## src/hw/sfct_pkg.sv

```systemverilog
package sfct_pkg;

  // write-port address map
  localparam logic [2:0] ADDR_DATA    = 3'h0;
  localparam logic [2:0] ADDR_CSA     = 3'h1;
  localparam logic [2:0] ADDR_CSB     = 3'h2;
  localparam logic [2:0] ADDR_CSC_BHI = 3'h3;
  localparam logic [2:0] ADDR_BAUD_LO = 3'h4;

  // field positions
  localparam int CSA_TXC    = 6;
  localparam int CSA_U2X    = 1;
  localparam int CSB_RXEN   = 4;
  localparam int CSB_TX_ENABLE_BIT   = 3;
  localparam int CSB_SIZE2  = 2;
  localparam int CSB_TX_NINTH_BIT   = 0;
  localparam int CSC_SEL    = 7;
  localparam int CSC_SYNC_MODE_SELECT  = 6;
  localparam int CSC_PAR_HI = 5;
  localparam int CSC_PAR_LO = 4;
  localparam int CSC_STOP2  = 3;
  localparam int CSC_SZ_HI  = 2;
  localparam int CSC_SZ_LO  = 1;
  localparam int CSC_CLOCK_POLARITY_BIT  = 0;
  localparam int BHI_MSB    = 3;

  localparam int BAUD_W = 12;

  // last count of the bit prescaler / sampler
  localparam logic [3:0] SPB_LAST    = 4'hF;
  localparam logic [3:0] SPB_X2_LAST = 4'h7;

  localparam logic [1:0] PAR_NONE = 2'h0;
  localparam logic [1:0] PAR_EVEN = 2'h2;
  localparam logic [1:0] PAR_ODD  = 2'h3;
  localparam logic [2:0] SIZE_9   = 3'h7;
  localparam logic [2:0] SIZE_RST = 3'h3;

  typedef struct packed {
    logic [2:0] size;
    logic [1:0] parity;
    logic       stop2;
  } sfct_fmt_t;

  typedef enum logic [5:0] {
    TX_IDLE   = 6'h01,
    TX_DATA   = 6'h02,
    TX_PARITY = 6'h04,
    TX_STOP1  = 6'h08,
    TX_STOP2  = 6'h10,
    TX_DONE   = 6'h20
  } sfct_tx_st_t;

  typedef enum logic [4:0] {
    RX_IDLE  = 5'h01,
    RX_START = 5'h02,
    RX_DATA  = 5'h04,
    RX_PAR   = 5'h08,
    RX_STOP  = 5'h10
  } sfct_rx_st_t;

  function automatic logic [3:0] sfct_nbits(input logic [2:0] size);
    case (size)
      3'h0:    sfct_nbits = 4'h5;
      3'h1:    sfct_nbits = 4'h6;
      3'h2:    sfct_nbits = 4'h7;
      SIZE_9:  sfct_nbits = 4'h9;
      default: sfct_nbits = 4'h8;
    endcase
  endfunction

endpackage

```

## src/hw/sfct_uart_tx.sv

```systemverilog
`timescale 1ns/1ps
`default_nettype none
// What this block does
// [RULE_01] double speed divides baud ticks by 8 in async only
// [RULE_02] double speed receiver takes 8 samples per bit, not 16
// [RULE_03] slave clock is synchronised then edge detected; below fclk/4
// [RULE_04] polarity low: drive on rising, sample falling; high swaps
// [RULE_05] thirty formats: 5-9 data bits, parity none/even/odd, 1-2 stops
// [RULE_06] frame order: start, data lsb first, parity, stops
// [RULE_07] after a frame, start next at once or idle high
// [RULE_08] start bit low, stop bits and idle line high
// [RULE_09] one shared format for both directions; changes corrupt transfers
// [RULE_10] receiver ignores second stop; frame error if first stop low
// [RULE_11] parity is xor of data bits, inverted for odd
// [RULE_12] software changes rate or format only while link is quiet
// [RULE_13] tx complete when all sent; rx complete while data unread
// [RULE_14] software clears tx complete before each data write
// [RULE_15] shared address: select bit set writes control c, else baud high
// [RULE_16] transmit enable takes over the serial output pin
// [RULE_17] sync master mode (direction bit set) with transmitter on drives the transfer clock pin
// [RULE_18] data write fills buffer; moves to shifter when idle or done
// [RULE_19] unused upper data bits are dropped for short frames
// [RULE_20] baud down-counter reloads at zero or low write; ticks at zero
// [RULE_21] sync select picks sync mode; direction bit picks master/slave
// [RULE_22] software writes ninth bit before the low byte
// [RULE_23] buffer empty flag clears on data write until moved on
module sfct_uart_tx
  import sfct_pkg::*;
(
  input  wire logic       i_sys_clk,
  input  wire logic       i_rstn,
  input  wire logic       i_wr_en,
  input  wire logic [2:0] i_wr_addr,
  input  wire logic [7:0] i_wr_data,
  input  wire logic       i_rx_read,
  input  wire logic       i_xck_direction,
  input  wire logic       i_xck,
  input  wire logic       i_rxd,
  output logic            o_txd,
  output logic            o_txd_oe,
  output logic            o_xck,
  output logic            o_xck_oe,
  output logic            o_tx_buffer_empty,
  output logic            o_tx_complete,
  output logic            o_rx_complete,
  output logic            o_frame_error,
  output logic [8:0]      o_rx_data
);

  // configuration
  logic              u2x_r;
  logic              tx_enable_bit_r;
  logic              rxen_r;
  logic              tx_ninth_bit_r;
  logic              sync_mode_select_r;
  logic              clock_polarity_bit_r;
  sfct_fmt_t         fmt_r;
  logic [BHI_MSB:0]  bhi_r;
  logic [7:0]        blo_r;

  logic              wr_data;
  logic              wr_csa;
  logic              wr_csb;
  logic              wr_csc;
  logic              wr_bhi;
  logic              wr_blo;

  always_comb
  begin
    wr_data = i_wr_en && i_wr_addr == ADDR_DATA;
    wr_csa  = i_wr_en && i_wr_addr == ADDR_CSA;
    wr_csb  = i_wr_en && i_wr_addr == ADDR_CSB;
    wr_csc  = i_wr_en && i_wr_addr == ADDR_CSC_BHI
              && i_wr_data[CSC_SEL]; // [RULE_15]
    wr_bhi  = i_wr_en && i_wr_addr == ADDR_CSC_BHI
              && !i_wr_data[CSC_SEL]; // [RULE_15]
    wr_blo  = i_wr_en && i_wr_addr == ADDR_BAUD_LO;
  end

  always_ff @(posedge i_sys_clk or negedge i_rstn)
  begin
    if (!i_rstn)
    begin
      u2x_r   <= 1'b0;
      tx_enable_bit_r  <= 1'b0;
      rxen_r  <= 1'b0;
      tx_ninth_bit_r  <= 1'b0;
      sync_mode_select_r <= 1'b0;
      clock_polarity_bit_r <= 1'b0;
      fmt_r   <= '{size: SIZE_RST, parity: PAR_NONE, stop2: 1'b0};
      bhi_r   <= '0;
      blo_r   <= 8'h00;
    end
    else
    begin
      if (wr_csa)
        u2x_r <= i_wr_data[CSA_U2X];
      if (wr_csb)
      begin
        rxen_r        <= i_wr_data[CSB_RXEN];
        tx_enable_bit_r        <= i_wr_data[CSB_TX_ENABLE_BIT];
        fmt_r.size[2] <= i_wr_data[CSB_SIZE2];
        tx_ninth_bit_r        <= i_wr_data[CSB_TX_NINTH_BIT];
      end
      // format shared by both directions, applied at once
      if (wr_csc) // [RULE_09]
      begin
        sync_mode_select_r         <= i_wr_data[CSC_SYNC_MODE_SELECT];
        fmt_r.parity    <= i_wr_data[CSC_PAR_HI:CSC_PAR_LO];
        fmt_r.stop2     <= i_wr_data[CSC_STOP2];
        fmt_r.size[1:0] <= i_wr_data[CSC_SZ_HI:CSC_SZ_LO];
        clock_polarity_bit_r         <= i_wr_data[CSC_CLOCK_POLARITY_BIT];
      end
      if (wr_bhi)
        bhi_r <= i_wr_data[BHI_MSB:0];
      if (wr_blo)
        blo_r <= i_wr_data;
    end
  end

  // baud generator
  logic [BAUD_W-1:0] baud_cnt_r;
  logic              baud_tick;

  assign baud_tick = baud_cnt_r == '0; // [RULE_20]

  always_ff @(posedge i_sys_clk or negedge i_rstn)
  begin
    if (!i_rstn)
      baud_cnt_r <= '0;
    else if (wr_blo)
      baud_cnt_r <= {bhi_r, i_wr_data}; // [RULE_20]
    else if (baud_tick)
      baud_cnt_r <= {bhi_r, blo_r}; // [RULE_20]
    else
      baud_cnt_r <= baud_cnt_r - 1'b1;
  end

  // clock mode
  logic sync_mode;
  logic master;
  assign sync_mode = sync_mode_select_r; // [RULE_21]
  assign master    = sync_mode && i_xck_direction; // [RULE_21]

  // slave clock: first stage feeds only the second
  logic xs1_r;
  logic xs2_r;
  logic xs3_r;
  always_ff @(posedge i_sys_clk or negedge i_rstn)
  begin
    if (!i_rstn)
    begin
      xs1_r <= 1'b0;
      xs2_r <= 1'b0;
      xs3_r <= 1'b0;
    end
    else
    begin
      xs1_r <= i_xck; // [RULE_03]
      xs2_r <= xs1_r;
      xs3_r <= xs2_r;
    end
  end

  // master clock: baud tick toggles the pin, giving the divide by 2
  always_ff @(posedge i_sys_clk or negedge i_rstn)
  begin
    if (!i_rstn)
    begin
      o_xck    <= 1'b0;
      o_xck_oe <= 1'b0;
    end
    else
    begin
      o_xck_oe <= master && tx_enable_bit_r; // [RULE_17]
      if (!master)
        o_xck <= 1'b0;
      else if (baud_tick)
        o_xck <= !o_xck;
    end
  end

  logic xck_rise;
  logic xck_fall;
  logic drive_edge;
  logic sample_edge;
  always_comb
  begin
    if (master)
    begin
      xck_rise = baud_tick && !o_xck;
      xck_fall = baud_tick && o_xck;
    end
    else
    begin
      xck_rise = xs2_r && !xs3_r; // [RULE_03]
      xck_fall = !xs2_r && xs3_r; // [RULE_03]
    end
    drive_edge  = clock_polarity_bit_r ? xck_fall : xck_rise; // [RULE_04]
    sample_edge = clock_polarity_bit_r ? xck_rise : xck_fall; // [RULE_04]
  end

  // async bit prescaler
  logic [3:0] pre_r;
  logic [3:0] pre_last;
  logic       bit_tick;
  assign pre_last = u2x_r ? SPB_X2_LAST : SPB_LAST; // [RULE_01]

  always_ff @(posedge i_sys_clk or negedge i_rstn)
  begin
    if (!i_rstn)
      pre_r <= 4'h0;
    else if (baud_tick)
      pre_r <= (pre_r >= pre_last) ? 4'h0 : pre_r + 4'h1;
  end

  // double speed has no effect once sync mode is chosen
  assign bit_tick = sync_mode ? drive_edge // [RULE_01]
                  : (baud_tick && pre_r == pre_last);

  // transmit buffer
  logic [7:0]  buf_r;
  logic        buf_empty_r;
  sfct_tx_st_t st_r;
  logic        load;
  logic        frame_end;

  assign load = bit_tick && tx_enable_bit_r && !buf_empty_r
                && (st_r == TX_IDLE || st_r == TX_DONE); // [RULE_18]
  assign frame_end = bit_tick && st_r == TX_DONE && buf_empty_r;

  always_ff @(posedge i_sys_clk or negedge i_rstn)
  begin
    if (!i_rstn)
      buf_r <= 8'h00;
    else if (wr_data)
      buf_r <= i_wr_data; // [RULE_18]
  end

  // a write in the cycle of the move refills the buffer
  always_ff @(posedge i_sys_clk or negedge i_rstn)
  begin
    if (!i_rstn)
      buf_empty_r <= 1'b1;
    else if (wr_data)
      buf_empty_r <= 1'b0; // [RULE_23]
    else if (load)
      buf_empty_r <= 1'b1; // [RULE_23]
  end

  // completion flag: hardware set beats software clear
  always_ff @(posedge i_sys_clk or negedge i_rstn)
  begin
    if (!i_rstn)
      o_tx_complete <= 1'b0;
    else if (frame_end)
      o_tx_complete <= 1'b1; // [RULE_13]
    else if (wr_csa && i_wr_data[CSA_TXC])
      o_tx_complete <= 1'b0;
  end

  // shifter
  logic [8:0] shift_r;
  logic [3:0] bitc_r;
  logic       par_r;
  logic [8:0] masked;
  logic [3:0] nbits;

  assign nbits  = sfct_nbits(fmt_r.size); // [RULE_05]
  assign masked = {tx_ninth_bit_r, buf_r}
                  & ~(9'h1FF << nbits); // [RULE_19]

  always_ff @(posedge i_sys_clk or negedge i_rstn)
  begin
    if (!i_rstn)
    begin
      st_r    <= TX_IDLE;
      shift_r <= 9'h000;
      bitc_r  <= 4'h0;
      par_r   <= 1'b0;
      o_txd   <= 1'b1;
    end
    else if (!tx_enable_bit_r)
    begin
      st_r  <= TX_IDLE;
      o_txd <= 1'b1; // [RULE_08]
    end
    else if (bit_tick)
    begin
      case (st_r)
        TX_IDLE, TX_DONE:
          if (load)
          begin
            o_txd   <= 1'b0; // [RULE_08]
            shift_r <= masked;
            bitc_r  <= 4'h0;
            par_r   <= ^masked
                       ^ (fmt_r.parity == PAR_ODD); // [RULE_11]
            st_r    <= TX_DATA; // [RULE_07]
          end
          else
          begin
            o_txd <= 1'b1; // [RULE_07]
            st_r  <= TX_IDLE;
          end
        TX_DATA:
        begin
          o_txd   <= shift_r[0]; // [RULE_06]
          shift_r <= shift_r >> 1;
          bitc_r  <= bitc_r + 4'h1;
          if (bitc_r == nbits - 4'h1)
            st_r <= (fmt_r.parity == PAR_NONE) ? TX_STOP1 : TX_PARITY;
        end
        TX_PARITY:
        begin
          o_txd <= par_r; // [RULE_11]
          st_r  <= TX_STOP1;
        end
        TX_STOP1:
        begin
          o_txd <= 1'b1; // [RULE_08]
          st_r  <= fmt_r.stop2 ? TX_STOP2 : TX_DONE;
        end
        TX_STOP2:
        begin
          o_txd <= 1'b1; // [RULE_08]
          st_r  <= TX_DONE;
        end
        default:
          st_r <= TX_IDLE;
      endcase
    end
  end

  always_ff @(posedge i_sys_clk or negedge i_rstn)
  begin
    if (!i_rstn)
      o_txd_oe <= 1'b0;
    else
      o_txd_oe <= tx_enable_bit_r; // [RULE_16]
  end

  always_comb
  begin
    o_tx_buffer_empty = buf_empty_r;
  end

  // receive path shares the format and rate settings
  sfct_rx_unit u_rx (
    .i_sys_clk   (i_sys_clk),
    .i_rstn      (i_rstn),
    .i_tick      (baud_tick),
    .i_sample    (sample_edge), // [RULE_04]
    .i_sync      (sync_mode),
    .i_u2x       (u2x_r), // [RULE_02]
    .i_en        (rxen_r),
    .i_fmt       (fmt_r), // [RULE_09]
    .i_rxd       (i_rxd),
    .i_read      (i_rx_read),
    .o_data      (o_rx_data),
    .o_complete  (o_rx_complete),
    .o_frame_err (o_frame_error)
  );

endmodule
`default_nettype wire

```

## src/hw/sfct_rx_unit.sv

```systemverilog
`timescale 1ns/1ps
`default_nettype none
module sfct_rx_unit
  import sfct_pkg::*;
(
  input  wire logic       i_sys_clk,
  input  wire logic       i_rstn,
  input  wire logic       i_tick,
  input  wire logic       i_sample,
  input  wire logic       i_sync,
  input  wire logic       i_u2x,
  input  wire logic       i_en,
  input  wire sfct_fmt_t  i_fmt,
  input  wire logic       i_rxd,
  input  wire logic       i_read,
  output logic [8:0]      o_data,
  output logic            o_complete,
  output logic            o_frame_err
);

  sfct_rx_st_t st_r;
  logic [3:0]  cnt_r;
  logic [3:0]  bitc_r;
  logic [8:0]  shift_r;
  logic [3:0]  spb_last;
  logic [3:0]  cmp;
  logic        strobe;
  logic        stop_hit;

  always_comb
  begin
    spb_last = (i_u2x && !i_sync) ? SPB_X2_LAST : SPB_LAST; // [RULE_02]
    cmp      = (st_r == RX_START) ? (spb_last >> 1) : spb_last;
    strobe   = i_sync ? i_sample : (i_tick && cnt_r == cmp);
    stop_hit = (st_r == RX_STOP) && strobe;
  end

  always_ff @(posedge i_sys_clk or negedge i_rstn)
  begin
    if (!i_rstn)
      cnt_r <= 4'h0;
    else if (st_r == RX_IDLE || strobe)
      cnt_r <= 4'h0;
    else if (i_tick)
      cnt_r <= cnt_r + 4'h1;
  end

  always_ff @(posedge i_sys_clk or negedge i_rstn)
  begin
    if (!i_rstn)
    begin
      st_r    <= RX_IDLE;
      bitc_r  <= 4'h0;
      shift_r <= 9'h000;
    end
    else
    begin
      case (st_r)
        RX_IDLE:
        begin
          bitc_r  <= 4'h0;
          shift_r <= 9'h000;
          if (i_en && !i_rxd && (!i_sync || i_sample))
            st_r <= i_sync ? RX_DATA : RX_START;
        end
        RX_START:
          if (strobe)
            st_r <= i_rxd ? RX_IDLE : RX_DATA;
        RX_DATA:
          if (strobe)
          begin
            shift_r[bitc_r] <= i_rxd;
            bitc_r <= bitc_r + 4'h1;
            if (bitc_r == sfct_nbits(i_fmt.size) - 4'h1)
              st_r <= (i_fmt.parity == PAR_NONE) ? RX_STOP : RX_PAR;
          end
        RX_PAR:
          if (strobe)
            st_r <= RX_STOP;
        RX_STOP:
          if (strobe)
            st_r <= RX_IDLE; // [RULE_10]
        default:
          st_r <= RX_IDLE;
      endcase
    end
  end

  // a new frame beats a read in the same cycle
  always_ff @(posedge i_sys_clk or negedge i_rstn)
  begin
    if (!i_rstn)
    begin
      o_data      <= 9'h000;
      o_complete  <= 1'b0;
      o_frame_err <= 1'b0;
    end
    else if (stop_hit)
    begin
      o_data      <= shift_r;
      o_complete  <= 1'b1; // [RULE_13]
      o_frame_err <= !i_rxd; // [RULE_10]
    end
    else if (i_read)
      o_complete <= 1'b0;
  end

endmodule
`default_nettype wire

```

## config.mk

```make
export PLATFORM = sky130hd
export DESIGN_NAME = sfct_uart_tx
export DESIGN_NICKNAME = d
export VERILOG_FILES = /design/src/hw/sfct_pkg.sv /design/src/hw/sfct_uart_tx.sv /design/src/hw/sfct_rx_unit.sv
export SDC_FILE = /design/constraint.sdc
export NUM_CORES = 1
export LEC_CHECK = 0
export BUFFER_PORTS_ARGS = -buffer_cell sky130_fd_sc_hd__buf_2
export CAP_MARGIN = 20
export CORE_MARGIN = 2
export CORE_UTILIZATION = 54
export DETAILED_ROUTE_END_ITERATION = 12
export PLACE_DENSITY_LB_ADDON = 0.12
export SETUP_SLACK_MARGIN = 0.15
export SYNTH_ARGS = -nofsm -noshare
export SYNTH_HDL_FRONTEND = slang
export SYNTH_SLANG_ARGS = --single-unit
```

## constraint.sdc

```tcl
create_clock -name i_sys_clk -period 2.8 [get_ports i_sys_clk]
set_input_delay 0.28 -clock i_sys_clk [delete_from_list [all_inputs] [get_ports i_sys_clk]]
set_output_delay 0.28 -clock i_sys_clk [all_outputs]
set_load 0.02 [all_outputs]
```

==> results of run 1 <==
-- final timing paths --
kind	cells past startpoint	slack, ps	to	start
min	3	150	u_rx.o_complete	i_rx_read
max in group asynchronous	3	1660	st_r[0]	i_rstn
min reg2reg	0	370	xs2_r	xs1_r
max	9	220	st_r[0]	fmt_r[4]
min in group asynchronous	2	390	xs1_r	i_rstn
max reg2reg	9	220	st_r[0]	fmt_r[4]
-- Yosys cell counts, types with 7 or more instances --
library cell	n
inv_1	21
clkbuf_1	25
nand2b_1	10
a21oi_1	17
xor2_1	15
mux2_4	9
ha_1	12
o21ai_0	27
and3_1	9
nor2_1	38
nand3_1	27
nand4_1	7
mux2_2	33
nor3_1	12
nand2_1	89
mux2i_1	15
dfrtp_1	104
xnor2_1	16
-- layer usage --
layer | vias up | global-route usage, %
met5 | - | 0
li1 | 2157 | -
met3 | 17 | 5.42
met1 | 2211 | 31.4
met4 | 0 | 6.59
met2 | 97 | 39.0
-- flip-flops by register name (all words and copies together) (netlist names), 4 cells and up --
name / count
shift_r: 9
st_r: 6
buf_r: 8
u_rx.o_data: 9
u_rx.bitc_r: 4
pre_r: 4
baud_cnt_r: 12
fmt_r: 6
blo_r: 8
u_rx.shift_r: 9
u_rx.st_r: 5
bhi_r: 4
bitc_r: 4
u_rx.cnt_r: 4
-- layout make-up --
type	count	share of cell area (%)
Tap cell	140	2.62
Timing Repair Buffer	63	6.48
Multi-Input combinational cell	429	45.6
Sequential cell	110	41.4
Clock buffer	11	2.27
Inverter	21	1.18
Clock inverter	5	0.469
-- where the power goes --
| part | switching [mW] | internal, mW | total (mW) |
|---|---|---|---|
| registers | 0.325 | 1.91 | 2.24 |
| logic | 0.856 | 0.795 | 1.65 |
| clock network | 0.540 | 0.371 | 0.911 |
| total | 1.72 | 3.08 | 4.80 |
-- what timing repair did --
action / in CTS / in global routing
hold buffers: 2 / 0
pin swaps: 0 / 6
setup endpoints to repair: 23 / 27
resized for setup: 4 / 18
gates cloned: 0 / 1
endpoints found under the hold margin: 37 / 0
setup buffers: 1 / 3
-- per-stage QoR --
step	std cells	area (um^2)
floorplan	592	5890
CTS	775	6550
detailed placement	756	6310
finish	779	6680
global route	779	6680
global placement	756	6310
-- cells by family after synthesis --
family,after synthesis,synth area share [%]
AND/OR/NAND/NOR,228,19.2
XOR/XNOR,33,5.37
adder cells (fa/ha/maj),13,2.72
buffers and inverters,54,3.69
AO/OA/AOI/OAI,94,10.5
multiplexers,60,11.7
flip-flops,110,46.8
-- critical path, delay by kind of cell, from the launching register on --
kind	cells	cell delay, ps
AO/OA/AOI/OAI	1	140
XOR/XNOR	2	480
adder cells (fa/ha/maj)	1	230
buffers and inverters	1	200
flip-flops	1	600
multiplexers	1	320
AND/OR/NAND/NOR	3	540
==> out/results.tsv, run 1 <==
stage	metric	value	unit
synthesis	sequential share of the synthesized area	46.8	%
setup_path	CP Launch Type	register	
synthesis	Synthesis Warnings	0	
run_status	status	complete, no violations	
finish	multi-input logic area	0.00305	mm^2
synthesis	Synth top area share	44.2	%
pwr	Pwr Density	719	mW/mm^2
synthesis	Mapped Cells	592	
placed_design	DP HPWL	9030	um
routing	DR vias/cell	5.75	
pwr	LEAKAGE	3.14	nW
placed_design	I/O Buffers	34	
routing	WL/cell	16.6	um
synthesis	#FFs+latches synth	110	
timing	WHS	145	ps
die	Boundary Pins	35	
routing	routed metal-1 wire length	5870	um
job	Max Cap Viol	0	
die	Die W	108	um
clock_network	TritonCTS buffer count	9	
die	Die Ht	108	um
die	initial core utilization	54.9	%
setup_path	Worst Path Max Fanout	6	
routing	vias	4482	
synthesis	synthesized cell area	0.00589	mm^2
synthesis	EDFF count, synth	0	
timing	Max Clock Skew	15.9	ps
setup_path	Crit Path Category	reg2reg	
pwr	Max VDD drop	0.504	mV
routing	1st-pass router iterations	4	
routing	routed length on met2	6310	um
finish	Fill cells	924	
synthesis	top_reg_cell synth	dfrtp_1	
routing	Routed WL	13000	um
finish	Area growth syn-to-layout	13.3	%
finish	final core occ	62.1	%
clock_network	clock tree root driver cell	clkbuf_8	
synthesis	Avg Cell Area, Syn	9.96	um^2
routing	Top Metal Used	met4	
clock_network	H-tree depth	3	
finish	register area	0.00276	mm^2
global_route	antenna violations before repair	0	
timing	Worst Tran Pin Value	664	ps
hold_path	worst min path class	in2reg	
setup_path	Worst EP arrival	2910	ps
die	core area	0.0107	mm^2
finish	leading cell type in the layout, fill and taps excluded	dfrtp_1	
global_route	grt ovf	0	
clock_network	clk sinks	110	
finish	ant diodes	0	
global_route	Tot GR Track Use	23.7	%
setup_path	slowest stage cell, crit path	dfstp_2	
routing	DRC viols	0	
clock_network	CTS clock-pin slew for the worst setup and hold paths	100	ps
routing	DRT iter0 DRCs	267	
setup_path	slowest stage delay, CP	600	ps
routing	post-route ant nets	0	
clock_network	clk buf depth	2	
clock_network	Clock Latency Late Sink	400	ps
finish	Final #Nets	664	
global_route	largest net degree at the start of global routing	59	
finish	layout cells sized above 1	23.6	%
synthesis	largest area contributor in the netlist	dfrtp_1	
clock_network	TritonCTS clock tree	yes	
global_route	first-pass GRT wire length	21500	um
setup_path	crit end category	register	
synthesis	Netlist cell types	66	
placed_design	gpl congestion	0.853	
synthesis	asr flop ratio synth	100	%
die	Die ar.	0.0118	mm^2
routing	met3 routed WL	552	um
setup_path	Req. time, crit path	3130	ps
timing	min Tclk post-route	2580	ps
timing	fin. max-slew vios	0	
synthesis	synth top area cells	dfrtp_1 44%, mux2_2 6.3%, nand2_1 5.7%, dfstp_2 2.7%, ha_1 2.5%	
finish	commonest non-fill, non-tap cells in the layout	103 x dfrtp_1, 89 x nand2_1, 37 x nor2_1	
timing	RSZ-0062 raised after global routing	yes	
global_route	number of global-route vias before repair	4317	
timing	PnR worst setup slack	219	ps
timing	Max-slew headroom	55.3	%
die	# rows	38	
timing	Final setup viols	0	
timing	fmax	387	MHz
timing	crit share post-route	92.2	%
timing	setup TNS	0	ps
pwr	total power draw	4.80	mW
timing	Hold Vio Cnt, Final	0	
placed_design	dpl ws	61.2	ps
synthesis	Synth Net Count	622	
setup_path	crit-path cells	xor2_1 -> nand2b_1 -> ha_2 -> xnor3_1 -> a31oi_2 -> nor4_4 -> buf_4 -> mux2_1 -> nand2_1	
Power figures use the tool's default switching activity.
==> run 2: changes to the inputs <==
Settings changed: CORE_UTILIZATION 54 to 39, CTS_CLUSTER_SIZE set to 16.
==> out/results.tsv, run 2 (synthesis gave the netlist of run 1 again) <==
stage	metric	value	unit	change
run_status	status	complete, no violations		
finish	Non-Filler Instances	819		+5.1%
timing	Final setup viols	0		unchanged
die	Die ar.	0.0161	mm^2	+37%
finish	commonest non-fill, non-tap cells in the layout	103 x dfrtp_1, 89 x nand2_1, 38 x nor2_1		
setup_path	FF-to-FF Start	u_rx.st_r[1]		
routing	vias	4348		-3.0%
timing	fmax	392	MHz	+1.2%
global_route	Tot GR Track Use	17.2	%	-6.4 points
die	Die W	127	um	+17%
placed_design	I/O Buffers	34		unchanged
setup_path	slowest stage delay, CP	560	ps	-40 ps
routing	Routed WL	13400	um	+3.2%
global_route	grt ovf	0		unchanged
global_route	largest net degree at the start of global routing	56		-5.1%
clock_network	TritonCTS buffer count	9		unchanged
setup_path	Crit. Startpoint	u_rx.st_r[1]		
pwr	Max VDD drop	0.322	mV	-36%
finish	Final #Nets	660		-0.60%
setup_path	crit-path leading delay family	simple AND/OR/NAND/NOR gates		
finish	ant diodes	0		unchanged
pwr	net switching power	1.76	mW	+2.0%
finish	most flop-heavy register	baud_cnt_r		
finish	Area growth syn-to-layout	14.8	%	
routing	DRT iter0 DRCs	271		+1.5%
die	initial core utilization	40.3	%	-15 points
die	Die Ht	127	um	+17%
timing	RSZ-0062 raised after global routing	no		
setup_path	crit-path cells	or4b_4 -> nor4b_2 -> nor4_4 -> o21ai_2 -> and4_2 -> mux2_4		
clock_network	TritonCTS clock tree	yes		
finish	layout cells sized above 1	22.2	%	-1.4 points
timing	Hold Vio Cnt, Final	0		unchanged
routing	post-route ant nets	0		unchanged
timing	Worst Tran Pin Value	621	ps	-42.7 ps
die	# rows	44		+16%
hold_path	worst min path class	in2reg		
die	core area	0.0146	mm^2	+36%
routing	DRC viols	0		unchanged
setup_path	Worst EP arrival	2790	ps	-120 ps
timing	setup TNS	0	ps	unchanged
pwr	internal cell power	3.46	mW	+13%
setup_path	worst r2r dst	u_rx.o_data[4]		
setup_path	CP Launch Type	register		
global_route	antenna violations before repair	0		unchanged
global_route	first-pass GRT wire length	22000	um	+2.5%
timing	min Tclk post-route	2550	ps	-29.4 ps
setup_path	r2r setup slk	250	ps	+30 ps
routing	WL/cell	16.3	um	-1.9%
pwr	LEAKAGE	3.17	nW	+0.85%
setup_path	Req. time, crit path	3040	ps	-90 ps
setup_path	slowest stage cell, crit path	or4b_4		
routing	1st-pass router iterations	4		unchanged
global_route	number of global-route vias before repair	4292		-0.58%
clock_network	clk buf depth	2		unchanged
placed_design	gpl congestion	0.789		-7.5%
clock_network	clk sinks	110		unchanged
placed_design	Placed Instances	798		+5.6%
pwr	Sequential Power Share	42.7	%	-3.9 points
timing	WHS	25.4	ps	-120 ps
pwr	Logic pwr share	30.5	%	-3.9 points
setup_path	crit end category	register		
die	Boundary Pins	35		unchanged
finish	leading cell type in the layout, fill and taps excluded	dfrtp_1		
setup_path	CP endpoint	u_rx.o_data[4]		
timing	Max-slew headroom	58.5	%	+3.2 points
placed_design	DP HPWL	9370	um	+3.8%
timing	crit share post-route	91.1	%	-1.1 points
pwr	Sw Ratio	33.6	%	-2.2 points
routing	DR vias/cell	5.31		-7.7%
setup_path	cell depth of the worst setup path	6		-3
finish	Fill cells	1393		+51%
setup_path	worst r2r path cells	6		-3
finish	number of flip-flops in the largest register	12		unchanged
clock_network	clock tree root driver cell	clkbuf_16		
pwr	Pwr Density	772	mW/mm^2	+7.3%
clock_network	CTS clock-pin slew for the worst setup and hold paths	70	ps	-30 ps
pwr	clock network power share	26.7	%	+7.7 points
setup_path	Crit Path Category	reg2reg		
clock_network	Clock Latency Late Sink	360	ps	-40 ps
timing	Max Clock Skew	8.99	ps	-6.92 ps
setup_path	crit path buf inv count	0		-1
timing	fin. max-slew vios	0		unchanged
setup_path	Worst Path Max Fanout	9		+3
job	Max Cap Viol	0		unchanged
clock_network	H-tree depth	3		unchanged
==> run 2: worst register-to-register path: stages (launching register included) <==
cell	delay, ps
dfrtp_2	440
or4b_4	560
nor4b_2	380
nor4_4	110
o21ai_2	250
and4_2	380
mux2_4	310
==> run 2: metal layers <==
layer,wire (um),vias up,GRT usage [%]
met5,0,-,0
met2,6180,71,27.1
li1,-,2150,-
met1,6600,2106,24.2
met3,379,21,3.21
met4,220,0,5.56
==> run 2: worst min path at each step <==
| stage | startpoint | end | slack [ps] | depth (start not counted) |
|---|---|---|---|---|
| floorplan | i_rstn | baud_cnt_r[0] | -20 | 0 |
| global placement | i_rstn | u_rx.cnt_r[0] | 210 | 1 |
| finish | i_xck | xs1_r | 30 | 1 |
| global route | i_xck | xs1_r | 10 | 1 |
| detailed placement | i_rstn | u_rx.cnt_r[0] | 210 | 1 |
| CTS | i_xck | xs1_r | 20 | 1 |
==> run 2: power by group through the flow <==
stage | Sequential, mW | Clock (mW) | Combinational [mW]
detailed placement | 2.25 | 0 | 1.53
global placement | 2.24 | 0 | 1.52
CTS | 2.22 | 1.43 | 1.55
global route | 2.29 | 1.49 | 1.78
floorplan | 2.13 | 0 | 1.19
finish | 2.23 | 1.39 | 1.59
==> run 2: metrics by stage <==
step	setup WS [ps]	cell area [um^2]	power [mW]	utilization, %
6_report	248	6770	5.22	46.2
5_1_grt	165	6770	5.57	46.2
4_1_cts	158	6680	5.20	45.6
3_5_place_dp	73.5	6340	3.78	43.3
3_3_place_gp	87.3	6340	3.76	43.3
2_1_floorplan	152	5890	3.32	-
==> run 2: cell type report <==
type	instances	area, um^2	area share [%]
Multi-Input combinational cell	429	2990	44.2
Sequential cell	110	2760	40.8
Timing Repair Buffer	59	388	5.73
Clock buffer	11	233	3.44
Tap cell	184	230	3.40
Clock inverter	5	82.6	1.22
Inverter	21	78.8	1.17
==> run 2: what timing repair did <==
| action | 4_1_cts | 5_1_grt |
|---|---|---|
| buffers inserted | 0 | 3 |
| gates resized for setup | 2 | 11 |
| gates cloned | 0 | 1 |
| pin swaps | 0 | 3 |
| endpoints found under the hold margin | 23 | 0 |
| hold buffers | 1 | 0 |
| endpoints found under the setup margin | 16 | 28 |
